$ cat src/core/uie_pkg.sv
// package: register map, field positions, source codes and timing for the uart interrupt block
package uie_pkg;
  // ===========================================================
  // register addresses (a2..a0)
  localparam logic [2:0] ADDR_HOLD = 3'h0;
  localparam logic [2:0] ADDR_MASK = 3'h1;
  localparam logic [2:0] ADDR_SRC = 3'h2;
  localparam logic [2:0] ADDR_EFC = 3'h2;
  localparam logic [2:0] ADDR_LCTL = 3'h3;
  localparam logic [2:0] ADDR_LSTAT = 3'h5;
  localparam logic [2:0] ADDR_MSTAT = 3'h6;
  localparam logic [2:0] ADDR_RES1 = 3'h4;
  localparam logic [2:0] ADDR_RES2 = 3'h5;
  localparam logic [2:0] ADDR_PAU1 = 3'h6;
  localparam logic [2:0] ADDR_PAU2 = 3'h7;
  // ===========================================================
  // field positions and values
  localparam logic [7:0] LCTL_ENH = 8'hBF;
  localparam int EFC_GATE = 4;
  localparam int EFC_ARTS = 6;
  localparam int EFC_ACTS = 7;
  localparam int LCTL_DIV = 7;
  localparam logic [7:0] MASK_RESET = 8'h00;
  localparam logic [7:0] MASK_ALWAYS = 8'h0F;
  localparam logic [7:0] BYTE_ZERO = 8'h00;
  // ===========================================================
  // source codes, priority 1 first
  localparam logic [5:0] SRC_LINE = 6'h06;
  localparam logic [5:0] SRC_TMO = 6'h0C;
  localparam logic [5:0] SRC_RXR = 6'h04;
  localparam logic [5:0] SRC_TXR = 6'h02;
  localparam logic [5:0] SRC_MDM = 6'h00;
  localparam logic [5:0] SRC_PAUSE = 6'h10;
  localparam logic [5:0] SRC_FLOW = 6'h20;
  localparam logic [5:0] SRC_NONE = 6'h01;
  // ===========================================================
  // receive timeout: four characters plus twelve bits
  localparam int TMO_CHARS = 4;
  localparam int TMO_BITS = 12;
endpackage : uie_pkg

$ cat src/core/uie_ctrl.sv
// uart interrupt enable, priority and status block
`timescale 1ns/1ps
`default_nettype none
module uie_ctrl
  import uie_pkg::*;
#(
  parameter int BIT_CYCLES = 16
)
(
  input wire logic mclk,
  input wire logic resetn,
  input wire logic [2:0] addr,
  input wire logic rd_stb,
  input wire logic wr_stb,
  input wire logic [7:0] wdata,
  output logic [7:0] rdata,
  input wire logic fifo_en,
  input wire logic rx_at_trigger,
  input wire logic rx_nonempty,
  input wire logic rx_push,
  input wire logic rx_overrun,
  input wire logic [2:0] rx_head_err,
  input wire logic rx_any_err,
  input wire logic tx_below_trigger,
  input wire logic tx_hold_empty,
  input wire logic tx_all_empty,
  input wire logic [3:0] modem_delta,
  input wire logic [3:0] modem_lines,
  input wire logic pause_seen,
  input wire logic resume_seen,
  input wire logic rts_rise,
  input wire logic cts_pin,
  input wire logic bit_tick,
  input wire logic [1:0] word_len,
  input wire logic sleep_exit,
  output logic irq,
  output logic sleep_en,
  output logic auto_rts,
  output logic auto_cts,
  output logic gate_on
);
  import uie_pkg::*;

  initial
  begin
    if (BIT_CYCLES < 1)
      $error("BIT_CYCLES must be at least one");
  end

  // ===========================================================
  // register bus
  logic [7:0] mask_r;
  logic [7:0] lctl_r;
  logic [7:0] efc_r;
  logic [7:0] res1_r;
  logic [7:0] res2_r;
  logic [7:0] pau1_r;
  logic [7:0] pau2_r;
  logic enh_sel;
  logic std_sel;
  logic wr_mask;
  logic rd_src;
  logic rd_lstat;
  logic rd_mstat;
  logic rd_hold;
  logic wr_hold;
  logic [5:0] irq_code;
  logic any_pend;

  assign enh_sel = (lctl_r == LCTL_ENH);
  assign std_sel = !lctl_r[LCTL_DIV];
  assign wr_mask = wr_stb && std_sel && addr == ADDR_MASK;
  assign rd_src = rd_stb && !enh_sel && addr == ADDR_SRC;
  assign rd_lstat = rd_stb && !enh_sel && addr == ADDR_LSTAT;
  assign rd_mstat = rd_stb && !enh_sel && addr == ADDR_MSTAT;
  assign rd_hold = rd_stb && std_sel && addr == ADDR_HOLD;
  assign wr_hold = wr_stb && std_sel && addr == ADDR_HOLD;

  always_ff @(posedge mclk or negedge resetn)
  begin
    if (!resetn)
      lctl_r <= BYTE_ZERO;
    else if (wr_stb && addr == ADDR_LCTL)
      lctl_r <= wdata;
  end

  // upper mask bits only move while the gate is set, else they keep their value
  always_ff @(posedge mclk or negedge resetn)
  begin
    if (!resetn)
      mask_r <= MASK_RESET;
    else if (wr_mask)
    begin
      if (efc_r[EFC_GATE])
        mask_r <= wdata;
      else
        mask_r <= (wdata & MASK_ALWAYS) | (mask_r & ~MASK_ALWAYS);
    end
  end

  always_ff @(posedge mclk or negedge resetn)
  begin
    if (!resetn)
    begin
      efc_r <= BYTE_ZERO;
      res1_r <= BYTE_ZERO;
      res2_r <= BYTE_ZERO;
      pau1_r <= BYTE_ZERO;
      pau2_r <= BYTE_ZERO;
    end
    else if (wr_stb && enh_sel)
    begin
      if (addr == ADDR_EFC)
        efc_r <= wdata;
      else if (addr == ADDR_RES1)
        res1_r <= wdata;
      else if (addr == ADDR_RES2)
        res2_r <= wdata;
      else if (addr == ADDR_PAU1)
        pau1_r <= wdata;
      else if (addr == ADDR_PAU2)
        pau2_r <= wdata;
    end
  end

  // ===========================================================
  // sticky sources
  logic line_evt;
  logic tmo_r;
  logic txr_r;
  logic pause_r;
  logic flow_r;
  logic wake_r;
  logic cts_s1;
  logic cts_s2;
  logic cts_s3;
  logic hold_empty_d;
  logic below_d;
  logic [7:0] lstat;

  assign lstat = {rx_any_err, tx_all_empty, tx_hold_empty, rx_head_err, rx_overrun,
                  rx_nonempty};
  assign line_evt = |lstat[4:1];

  always_ff @(posedge mclk or negedge resetn)
  begin
    if (!resetn)
    begin
      cts_s1 <= 1'b0;
      cts_s2 <= 1'b0;
      cts_s3 <= 1'b0;
    end
    else
    begin
      cts_s1 <= cts_pin;
      cts_s2 <= cts_s1;
      cts_s3 <= cts_s2;
    end
  end

  // set wins over clear in every sticky flag except tmo_r, where a holding read or empty fifo wins over the set
  always_ff @(posedge mclk or negedge resetn)
  begin
    if (!resetn)
    begin
      txr_r <= 1'b0;
      hold_empty_d <= 1'b0;
      below_d <= 1'b0;
    end
    else
    begin
      hold_empty_d <= tx_hold_empty;
      below_d <= tx_below_trigger;
      // fifo mode fires on the fall below trigger, not on the holding edge
      if (fifo_en ? (tx_below_trigger && !below_d) : (tx_hold_empty && !hold_empty_d))
        txr_r <= 1'b1;
      else if (wr_mask && wdata[1] && !mask_r[1] && tx_hold_empty)
        txr_r <= 1'b1;
      else if ((rd_src && irq_code == SRC_TXR) || wr_hold)
        txr_r <= 1'b0;
    end
  end

  always_ff @(posedge mclk or negedge resetn)
  begin
    if (!resetn)
      pause_r <= 1'b0;
    else if (pause_seen)
      pause_r <= 1'b1;
    else if ((rd_src && irq_code == SRC_PAUSE) || resume_seen)
      pause_r <= 1'b0;
  end

  always_ff @(posedge mclk or negedge resetn)
  begin
    if (!resetn)
      flow_r <= 1'b0;
    else if ((rts_rise && efc_r[EFC_ARTS]) ||
             (cts_s2 && !cts_s3 && efc_r[EFC_ACTS]))
      flow_r <= 1'b1;
    else if (rd_mstat)
      flow_r <= 1'b0;
  end

  always_ff @(posedge mclk or negedge resetn)
  begin
    if (!resetn)
      wake_r <= 1'b0;
    else if (sleep_exit && sleep_en)
      wake_r <= 1'b1;
    else if (rd_src)
      wake_r <= 1'b0;
  end

  // ===========================================================
  // receive timeout: restarts on any push or holding read
  localparam int TMO_W = 16;
  logic [TMO_W-1:0] tmo_cnt_r;
  logic [TMO_W-1:0] tmo_lim;
  logic [3:0] char_bits;

  assign char_bits = 4'(7 + int'(word_len)); // start, data, parity-free stop
  assign tmo_lim = TMO_W'(TMO_CHARS * int'(char_bits) + TMO_BITS);

  always_ff @(posedge mclk or negedge resetn)
  begin
    if (!resetn)
    begin
      tmo_cnt_r <= '0;
      tmo_r <= 1'b0;
    end
    else if (rx_push || rd_hold || !rx_nonempty || rx_at_trigger || !fifo_en)
    begin
      tmo_cnt_r <= '0;
      if (rd_hold || !rx_nonempty)
        tmo_r <= 1'b0;
    end
    else if (bit_tick)
    begin
      if (tmo_cnt_r + 1'b1 >= tmo_lim)
        tmo_r <= 1'b1;
      else
        tmo_cnt_r <= tmo_cnt_r + 1'b1;
    end
  end

  // ===========================================================
  // priority encoder and outputs
  logic rxr_live;

  assign rxr_live = fifo_en ? rx_at_trigger : rx_nonempty;

  always_comb
  begin
    irq_code = SRC_NONE;
    if (mask_r[2] && line_evt)
      irq_code = SRC_LINE;
    else if (mask_r[0] && tmo_r)
      irq_code = SRC_TMO;
    else if (mask_r[0] && rxr_live)
      irq_code = SRC_RXR;
    else if (mask_r[1] && txr_r)
      irq_code = SRC_TXR;
    else if (mask_r[3] && |modem_delta)
      irq_code = SRC_MDM;
    else if (mask_r[5] && pause_r && efc_r[EFC_GATE])
      irq_code = SRC_PAUSE;
    else if ((mask_r[6] || mask_r[7]) && flow_r && efc_r[EFC_GATE])
      irq_code = SRC_FLOW;
  end

  assign any_pend = (irq_code != SRC_NONE);

  always_ff @(posedge mclk or negedge resetn)
  begin
    if (!resetn)
    begin
      irq <= 1'b0;
      sleep_en <= 1'b0;
      auto_rts <= 1'b0;
      auto_cts <= 1'b0;
      gate_on <= 1'b0;
    end
    else
    begin
      irq <= any_pend;
      sleep_en <= mask_r[4] && efc_r[EFC_GATE];
      auto_rts <= efc_r[EFC_ARTS];
      auto_cts <= efc_r[EFC_ACTS];
      gate_on <= efc_r[EFC_GATE];
    end
  end

  always_ff @(posedge mclk or negedge resetn)
  begin
    if (!resetn)
      rdata <= BYTE_ZERO;
    else if (rd_stb)
    begin
      if (enh_sel && addr == ADDR_EFC)
        rdata <= efc_r;
      else if (enh_sel && addr == ADDR_RES1)
        rdata <= res1_r;
      else if (enh_sel && addr == ADDR_RES2)
        rdata <= res2_r;
      else if (enh_sel && addr == ADDR_PAU1)
        rdata <= pau1_r;
      else if (enh_sel && addr == ADDR_PAU2)
        rdata <= pau2_r;
      else if (addr == ADDR_LCTL)
        rdata <= lctl_r;
      else if (std_sel && addr == ADDR_MASK)
        rdata <= efc_r[EFC_GATE] ? mask_r : (mask_r & MASK_ALWAYS);
      else if (addr == ADDR_SRC)
        rdata <= {fifo_en, fifo_en, wake_r && !any_pend ? SRC_NONE : irq_code};
      else if (addr == ADDR_LSTAT)
        rdata <= lstat;
      else if (addr == ADDR_MSTAT)
        rdata <= {modem_lines, modem_delta};
      else
        rdata <= BYTE_ZERO;
    end
  end

  // ===========================================================
  // checks
  reset_mask_a: assert property (@(posedge mclk) $rose(resetn) |-> mask_r == MASK_RESET)
    else $error("mask not clear after reset");
  irq_follow_a: assert property (@(posedge mclk) disable iff (!resetn)
    any_pend |=> irq) else $error("irq missed pending source");
  irq_idle_a: assert property (@(posedge mclk) disable iff (!resetn)
    !any_pend |=> !irq) else $error("irq without source");
  line_prio_a: assert property (@(posedge mclk) disable iff (!resetn)
    mask_r[2] && line_evt |-> irq_code == SRC_LINE) else $error("line not first");
  rx_trig_a: assert property (@(posedge mclk) disable iff (!resetn)
    mask_r[0] && fifo_en && rx_at_trigger && !line_evt && !tmo_r |-> irq_code == SRC_RXR)
    else $error("rx trigger code wrong");
  gate_mask_a: assert property (@(posedge mclk) disable iff (!resetn)
    wr_mask && !efc_r[EFC_GATE] |=> mask_r[7:4] == $past(mask_r[7:4]))
    else $error("upper mask moved while locked");
  efc_lock_a: assert property (@(posedge mclk) disable iff (!resetn)
    wr_stb && !enh_sel |=> efc_r == $past(efc_r)) else $error("efc written unlocked");
  txr_arm_a: assert property (@(posedge mclk) disable iff (!resetn)
    wr_mask && wdata[1] && !mask_r[1] && tx_hold_empty && !wr_hold |=> txr_r)
    else $error("tx ready not raised on enable");
  wake_a: assert property (@(posedge mclk) disable iff (!resetn)
    sleep_exit && sleep_en |=> wake_r) else $error("wake indicator missed");
  mdm_a: assert property (@(posedge mclk) disable iff (!resetn)
    mask_r[3] && |modem_delta |-> any_pend) else $error("modem change lost");
  line_cov: cover property (@(posedge mclk) irq_code == SRC_LINE ##1 rd_lstat);
  tmo_cov: cover property (@(posedge mclk) tmo_r && mask_r[0]);
  flow_cov: cover property (@(posedge mclk) irq_code == SRC_FLOW);
endmodule : uie_ctrl
`default_nettype wire

$ cat config.mk
export PLATFORM = sky130hd
export DESIGN_NAME = uie_ctrl
export DESIGN_NICKNAME = d
export VERILOG_FILES = /design/src/core/uie_pkg.sv /design/src/core/uie_ctrl.sv
export SDC_FILE = /design/constraint.sdc
export NUM_CORES = 1
export LEC_CHECK = 0
export BUFFER_PORTS_ARGS = -buffer_cell sky130_fd_sc_hd__buf_2
export CORE_UTILIZATION = 50
export CTS_BUF_LIST = sky130_fd_sc_hd__clkbuf_4 sky130_fd_sc_hd__clkbuf_8 sky130_fd_sc_hd__clkbuf_16
export CTS_CLUSTER_SIZE = 10
export DETAILED_ROUTE_END_ITERATION = 10
export GPL_TIMING_DRIVEN = 0
export PLACE_DENSITY = 0.7
export RECOVER_POWER = 100
export REMOVE_ABC_BUFFERS = 1
export SLEW_MARGIN = 20
export SYNTH_ARGS = -nofsm -noshare
export SYNTH_HDL_FRONTEND = slang
export SYNTH_SLANG_ARGS = --single-unit
$ cat constraint.sdc
create_clock -name mclk -period 4.35 [get_ports mclk]
set_input_delay 0.2175 -clock mclk [delete_from_list [all_inputs] [get_ports mclk]]
set_output_delay 0.2175 -clock mclk [all_outputs]
set_load 0.01 [all_outputs]
==> insert_results.sql, run 1 <==
INSERT INTO impl_metrics (metric_group, metric, value, unit) VALUES
('timing', 'timing.max_slew.rel_slack', '-28.5', '%'),
('yosys', 'post_synth_instance_area', '0.00499', 'mm2'),
('global_routing', 'global_route.usage.total', '26.3', '%'),
('global_routing', 'top_usage_layer', 'met2', ''),
('yosys', 'ys_dominant_reg_cell', 'dfrtp_1', ''),
('power', 'cell_leakage_power', '2.50', 'nW'),
('cts', 'root_buffer', 'clkbuf_8', ''),
('cts', 'setup_buffers_after_cts', '0', ''),
('job', 'max_cap_violations', '2', ''),
('final_layout', 'post_route_cells_drive_above_1_share', '22.1', '%'),
('floorplanning', 'num_rows', '36', ''),
('cts', 'clk_transition_reported_paths', '90', 'ps'),
('drt', 'drt-pass1-iter-count', '5', ''),
('cts', 'total_clock_buffers_created_by_cts', '9', ''),
('floorplanning', 'floorplan.die.width', '102', 'um'),
('timing', 'postLayoutSetupSlackWorst', '727', 'ps'),
('timing', 'slew_violations', '111', ''),
('cts', 'cts-resized-gates', '0', ''),
('drt', 'route.vias.total', '4041', ''),
('drt', 'total_wirelength', '12700', 'um'),
('drt', 'residual_antenna_violating_net_count_after_detailed_routing', '0', ''),
('final_layout', 'antenna-diode-count', '0', ''),
('power', 'powerDensity', '325', 'mW/mm2'),
('cts', 'maximum_number_of_buffers_from_clock_root_to_sink', '2', ''),
('hold_path', 'timing.hold.worst.class', 'in2reg', ''),
('cts', 'ctsHtreeMaxLevel', '3', ''),
('global_routing', 'wire_length_of_the_first_global_routing_pass', '20600', 'um'),
('floorplanning', 'overall_die_height', '102', 'um'),
('final_layout', 'final_cell_mix', '94 x dfrtp_1, 53 x mux2_2, 42 x nand2_1, 37 x buf_2, 29 x o21ai_0', ''),
('timing', 'setup_tns', '0', 'ps'),
('yosys', 'synth_compound_area_share', '15.5', '%'),
('critical_path', 'critPathArrivalTime', '3870', 'ps'),
('global_routing', 'grt.met3_usage', '3.90', '%'),
('yosys', 'synth_fa_ha_area_share', '2.25', '%'),
('critical_path', 'path_class', 'reg2reg', ''),
('yosys', 'netlist-cell-type-count', '67', ''),
('cts', 'tritoncts', 'yes', ''),
('timing', 'timing.final.crit_period', '3620', 'ps'),
('timing', 'setup_viol_count_final', '0', ''),
('global_routing', 'initial_antenna_violation_count', '0', ''),
('cts', 'cts.hold.buffers_added', '3', ''),
('timing', 'maxClockFrequency', '276', 'MHz'),
('yosys', 'ys_ff_latch', '94', ''),
('cts', 'worst_skew_pair.late_latency', '360', 'ps'),
('final_layout', 'final_core_utilization', '57.0', '%'),
('timing', 'timing_worst_slew_pin_value', '1930', 'ps'),
('global_routing', 'grt_util_met2', '42.6', '%'),
('placement', 'pre_cts_ws', '1050', 'ps'),
('outcome', 'violations', 'max-capacitance violations, max-slew violations', ''),
('critical_path', 'setup.worst_path.start_class', 'flip-flop', ''),
('final_layout', 'fill_cell_count', '881', ''),
('placement', 'final_gp_congestion', '0.931', ''),
('yosys', 'synth_area_leaders', 'dfrtp_1 47%, mux2_2 12%, nand2_1 3.2%, o21ai_0 2.9%, ha_1 2.3%', ''),
('yosys', 'synth_largest_area_cell', 'dfrtp_1', ''),
('cts', 'tritoncts_num_sinks', '94', ''),
('floorplanning', 'floorplan.initialDensity', '51.3', '%'),
('global_routing', 'grt_max_degree', '78', ''),
('yosys', 'synthXorXnorAreaFrac', '1.93', '%'),
('drt', 'route.detailed.drc', '0', ''),
('final_layout', 'finalNetCount', '580', ''),
('yosys', 'synth-edff-count', '0', ''),
('yosys', 'mux_contribution_to_synthesized_area', '13.4', '%'),
('timing', 'finalHoldViolCount', '0', ''),
('yosys', 'ys.warnings.count', '0', ''),
('timing', 'layout_worst_path_cycle_share', '83.3', '%'),
('outcome', 'run_status', 'finished, violations left', ''),
('final_layout', 'multiInputGateArea', '0.00248', 'mm2'),
('floorplanning', 'top_level_ports', '56', ''),
('timing', 'grt_setup_unrepaired', 'no', ''),
('yosys', 'main_combinational_cell_family_by_area_after_synthesis', 'simple AND/OR/NAND/NOR gates', ''),
('drt', 'drt-initial-drc-count', '346', '');
## path summary, 6_finish.rpt
kind	startpoint	endpoint	slack (ps)	cells after the start
worst max-delay path	tmo_cnt_r[0]$_DFFE_PN0P_	tmo_cnt_r[6]$_DFFE_PN0P_	730	9
worst min-delay path	pause_seen	pause_r$_DFFE_PN0P_	50	2
worst max register to register	tmo_cnt_r[0]$_DFFE_PN0P_	tmo_cnt_r[6]$_DFFE_PN0P_	730	9
worst min register to register	cts_s1$_DFF_PN0_	cts_s2$_DFF_PN0_	370	0
max in group asynchronous	resetn	res2_r[0]$_DFFE_PN0P_	1400	3
min in group asynchronous	resetn	tmo_cnt_r[7]$_DFFE_PN0P_	530	2
## cells in the mapped netlist, types with 9 or more instances
| library cell | number |
|---|---|
| nand2_1 | 42 |
| clkbuf_1 | 15 |
| inv_1 | 14 |
| mux2_2 | 53 |
| dfrtp_1 | 94 |
| a21oi_1 | 22 |
| o21ai_0 | 29 |
| nor2b_1 | 9 |
| nand4_1 | 15 |
| nand3_1 | 19 |
| nor2_1 | 22 |
| and2_1 | 12 |
| ha_1 | 9 |
## report_power, final
group | switching, mW | internal [mW] | total, mW
clock network | 0.317 | 0.295 | 0.611
logic | 0.139 | 0.0913 | 0.230
registers | 0.0436 | 0.921 | 0.965
total | 0.499 | 1.31 | 1.81
## critical path, cell delays in order, from the launching register on
cell	delay, ps
dfrtp_1	470
ha_1	250
nand3_1	280
xnor2_1	300
ha_1	280
a21o_1	180
a211o_1	350
a2111oi_4	710
a31oi_1	410
and2_0	280
## cell families (layout without fill, tap and decap cells)
| family | Yosys count | count (layout) |
|---|---|---|
| AOI/OAI and AO/OA | 111 | 111 |
| xor gates and xnor gates | 11 | 11 |
| adders and majority gates | 9 | 9 |
| buffers and inverters | 33 | 89 |
| DFF | 94 | 94 |
| muxes | 60 | 60 |
| and+or+nand+nor | 159 | 159 |
## per-layer routing
layer | part of all wire, % | vias up
li1 | - | 1860
met1 | 43 | 1978
met2 | 48 | 180
met3 | 6.9 | 23
met4 | 2.0 | 0
met5 | 0 | -
## sequential cells by signal (all words and copies together), names as in the netlist, 8 cells and up
register,cells
lctl_r,8
pau1_r,8
res1_r,8
efc_r,8
rdata,8
mask_r,8
res2_r,8
pau2_r,8
tmo_cnt_r,16
## stage by stage
step / hold slack (ps) / power (mW) / instance area (um2) / std cells
5_1_grt: 41.6 / 1.89 / 5550 / 666
3_5_place_dp: 67.9 / 1.21 / 5380 / 646
6_report: 50.4 / 1.81 / 5550 / 666
3_3_place_gp: 325 / 1.20 / 5350 / 645
4_1_cts: 5.20 / 1.82 / 5620 / 665
2_1_floorplan: -78.1 / 1.09 / 4910 / 458
## final cells by class
| type | instances | share of cell area (%) |
|---|---|---|
| timing repair buffer | 59 | 5.30 |
| sequential | 94 | 42.4 |
| tap | 133 | 3.00 |
| clock inverter | 5 | 1.15 |
| inverter | 14 | 0.947 |
| multi-input combinational | 350 | 44.6 |
| clock buffer | 11 | 2.61 |
(Power assumes the default switching activity.)
==> run 2, diff against run 1 <==
PLACE_DENSITY = 0.73   (was 0.7)
clock period = 3 ns   (was 4.35 ns; I/O delays follow)
==> run 2 against run 1 <==
Net effect:
- the flow now finishes without violations
- register-to-register slack got worse by 600 ps
- count of clock-buffer cells in the layout decreased by 1
- clock power grew 56%
- combinational power is 47% higher
- sequential power increased by 45%
- global-route usage grew 0.42 points
- power increased by 49%
- first-iteration DRC count shrank 14%
- design area increased by 1.6%
==> insert_results.sql, run 2 (same netlist as run 1, synthesis figures left out) <==
INSERT INTO impl_metrics (metric_group, metric, value, unit) VALUES
('outcome', 'run_status', 'finished clean', ''),
('drt', 'route.detailed.drc', '0', ''),
('timing', 'timing_worst_slew_pin_value', '1290', 'ps'),
('floorplanning', 'die_area', '0.0104', 'mm2'),
('drt', 'wl_cell', '19.2', 'um'),
('global_routing', 'initial_antenna_violation_count', '0', ''),
('timing', 'maxClockFrequency', '348', 'MHz'),
('critical_path', 'cp.required', '3250', 'ps'),
('drt', 'route.vias.total', '4080', ''),
('global_routing', 'grt_max_degree', '73', ''),
('critical_path', 'timing.rr.end', 'pau2_r[7]$_DFFE_PN0P_', ''),
('final_layout', 'final_cell_mix', '94 x dfrtp_1, 53 x mux2_2, 42 x nand2_1, 37 x buf_2, 29 x o21ai_0', ''),
('drt', 'residual_antenna_violating_net_count_after_detailed_routing', '0', ''),
('cts', 'tritoncts_num_sinks', '94', ''),
('critical_path', 'r2r_slack', '130', 'ps'),
('hold_path', 'timing.hold.worst.start', 'rts_rise', ''),
('final_layout', 'registers.top_by_ff_count', 'tmo_cnt_r', ''),
('timing', 'finalHoldViolCount', '0', ''),
('timing', 'timing.final.crit_period', '2870', 'ps'),
('timing', 'slew_violations', '0', ''),
('final_layout', 'final_core_utilization', '58.0', '%'),
('critical_path', 'path_class', 'reg2reg', ''),
('final_layout', 'largest_reg_flops', '16', ''),
('floorplanning', 'num_rows', '36', ''),
('timing', 'layout_worst_path_cycle_share', '95.8', '%'),
('floorplanning', 'floorplan.die.width', '102', 'um'),
('cts', 'ctsHtreeMaxLevel', '3', ''),
('timing', 'grt_setup_unrepaired', 'no', ''),
('cts', 'maximum_number_of_buffers_from_clock_root_to_sink', '2', ''),
('drt', 'vias_per_cell', '6.08', ''),
('placement', 'dp.cells', '646', ''),
('power', 'power_report.internal_total', '1.96', 'mW'),
('floorplanning', 'design.core.area', '0.00973', 'mm2'),
('global_routing', 'grt_pass1_vias', '3964', ''),
('timing', 'skew', '10.8', 'ps'),
('floorplanning', 'top_level_ports', '56', ''),
('placement', 'pre_cts_ws', '-220', 'ps'),
('cts', 'worst_skew_pair.late_latency', '370', 'ps'),
('critical_path', 'worstReg2RegStart', 'lctl_r[6]$_DFFE_PN0P_', ''),
('power', 'power.switching_fraction', '27.3', '%'),
('cts', 'total_clock_buffers_created_by_cts', '9', ''),
('final_layout', 'layout-area-overhead-vs-synth', '12.9', '%'),
('cts', 'root_buffer', 'clkbuf_8', ''),
('critical_path', 'slowest_library_cell_on_the_worst_path', 'nor3_1', ''),
('hold_path', 'whs_endpoint', 'flow_r$_DFFE_PN0P_', ''),
('critical_path', 'worstPathBufferInverterCount', '0', ''),
('global_routing', 'global_route.usage.total', '26.7', '%'),
('critical_path', 'critPathArrivalTime', '3120', 'ps'),
('power', 'p_comb_share', '12.6', '%'),
('placement', 'place.detailed.hpwl', '8850', 'um'),
('critical_path', 'crit_family', 'simple AND/OR/NAND/NOR gates', ''),
('critical_path', 'setup.worst_path.start_class', 'flip-flop', ''),
('floorplanning', 'floorplan.initialDensity', '51.3', '%'),
('global_routing', 'grt_overflow_total', '0', ''),
('hold_path', 'hold_depth', '3', ''),
('critical_path', 'worstPathMaxFanout', '8', ''),
('drt', 'drt-pass1-iter-count', '5', ''),
('final_layout', 'post_route_cells_drive_above_1_share', '23.6', '%'),
('critical_path', 'list_of_cells_traversed_by_the_critical_path', 'nand4b_1 > nor3_1 > nand2_1 > nor2_2 > mux2_2', ''),
('job', 'max_cap_violations', '0', ''),
('timing', 'postLayoutSetupSlackWorst', '127', 'ps'),
('power', 'ir_worst_vdd', '0.000249', 'V'),
('power', 'p_clk_share', '35.4', '%'),
('timing', 'setup_viol_count_final', '0', ''),
('cts', 'tritoncts', 'yes', ''),
('hold_path', 'timing.hold.worst.class', 'in2reg', ''),
('critical_path', 'timing.critical_path.slowest_cell_delay', '900', 'ps'),
('drt', 'total_wirelength', '12900', 'um'),
('final_layout', 'layout_commonest_cell', 'dfrtp_1', ''),
('drt', 'drt-initial-drc-count', '298', ''),
('global_routing', 'wire_length_of_the_first_global_routing_pass', '20800', 'um'),
('floorplanning', 'overall_die_height', '102', 'um'),
('power', 'powerDensity', '477', 'mW/mm2'),
('critical_path', 'timing.reg2reg.worst_path_depth', '5', ''),
('final_layout', 'finalNetCount', '585', ''),
('placement', 'final_gp_congestion', '0.915', ''),
('placement', 'port_buffers', '54', ''),
('power', 'cell_leakage_power', '2.54', 'nW'),
('power', 'net-switching-power', '0.734', 'mW'),
('power', 'power.share.sequential', '52.0', '%'),
('final_layout', 'antenna-diode-count', '0', ''),
('critical_path', 'cp-end-kind', 'flip-flop', ''),
('final_layout', 'final-instance-count-excl-fill', '671', ''),
('cts', 'clk_transition_reported_paths', '100', 'ps'),
('timing', 'timing.max_slew.rel_slack', '14.0', '%');
==> run 2: cell count changes in the layout (fill, tap and decap cells not counted), moves of 2 or more <==
| cell | change |
|---|---|
| clkbuf_4 | +3 |
| nor2_2 | +2 |
| and2_0 | -7 |
| nor2_1 | -2 |
| buf_4 | +2 |
| and2_1 | +7 |
==> run 2: repair_timing <==
item                                   4_1_cts  5_1_grt
endpoints found under the hold margin       98        0
setup endpoints to repair                   17        0
gates resized for setup                      0        0
hold buffers                                 5        0
setup buffers                                4        0
==> run 2: worst min-delay path: stages <==
cell	delay, ps
buf_2	70
nand2_1	40
o211ai_1	70
==> run 2: through the flow <==
step	area [um2]	power [mW]	setup TNS, ps	hold WS [ps]
floorplan	4910	1.58	0	-146
global placement	5350	1.74	-1650	259
detailed placement	5380	1.76	-2630	21.8
CTS	5690	2.70	0	3.70
global route	5640	2.80	0	2.86
finish	5640	2.69	0	4.12
==> run 2: layout make-up <==
type                            instances  area [um2]
Fill cell                             848        4090
Multi-Input combinational cell        350        2510
Sequential cell                        94        2350
Timing Repair Buffer                   64         338
Tap cell                              133         166
Clock buffer                           10         131
Clock inverter                          6        91.3
Inverter                               14        52.6
==> run 2: worst max path at each step <==
stage	to	from	cells after the start	slack [ps]
final	pau2_r[7]$_DFFE_PN0P_	lctl_r[6]$_DFFE_PN0P_	5	130
after global routing	tmo_cnt_r[0]$_DFFE_PN0P_	tmo_cnt_r[1]$_DFFE_PN0P_	11	90
after CTS	tmo_cnt_r[1]$_DFFE_PN0P_	tmo_cnt_r[1]$_DFFE_PN0P_	11	220
after detailed placement	tmo_cnt_r[6]$_DFFE_PN0P_	tmo_cnt_r[1]$_DFFE_PN0P_	9	-220
after global placement	tmo_cnt_r[15]$_DFFE_PN0P_	tmo_cnt_r[0]$_DFFE_PN0P_	9	-150
after floorplan	tmo_cnt_r[10]$_DFFE_PN0P_	tmo_cnt_r[0]$_DFFE_PN0P_	9	170
==> run 2: power groups by stage <==
stage               Combinational, mW  Clock (mW)  Sequential [mW]
floorplan                       0.171           0             1.41
global placement                0.322           0             1.42
detailed placement              0.336           0             1.42
CTS                             0.344       0.960             1.40
global route                    0.374        1.01             1.41
finish                          0.338       0.952             1.40
==> run 2: metal layers <==
layer | vias to the layer above | routed length [um] | global-route usage, %
met1 | 2008 | 5470 | 36.1
met4 | 0 | 201 | 9.89
met3 | 15 | 940 | 5.34
met5 | - | 0 | 0
met2 | 172 | 6250 | 42.7
li1 | 1885 | - | -
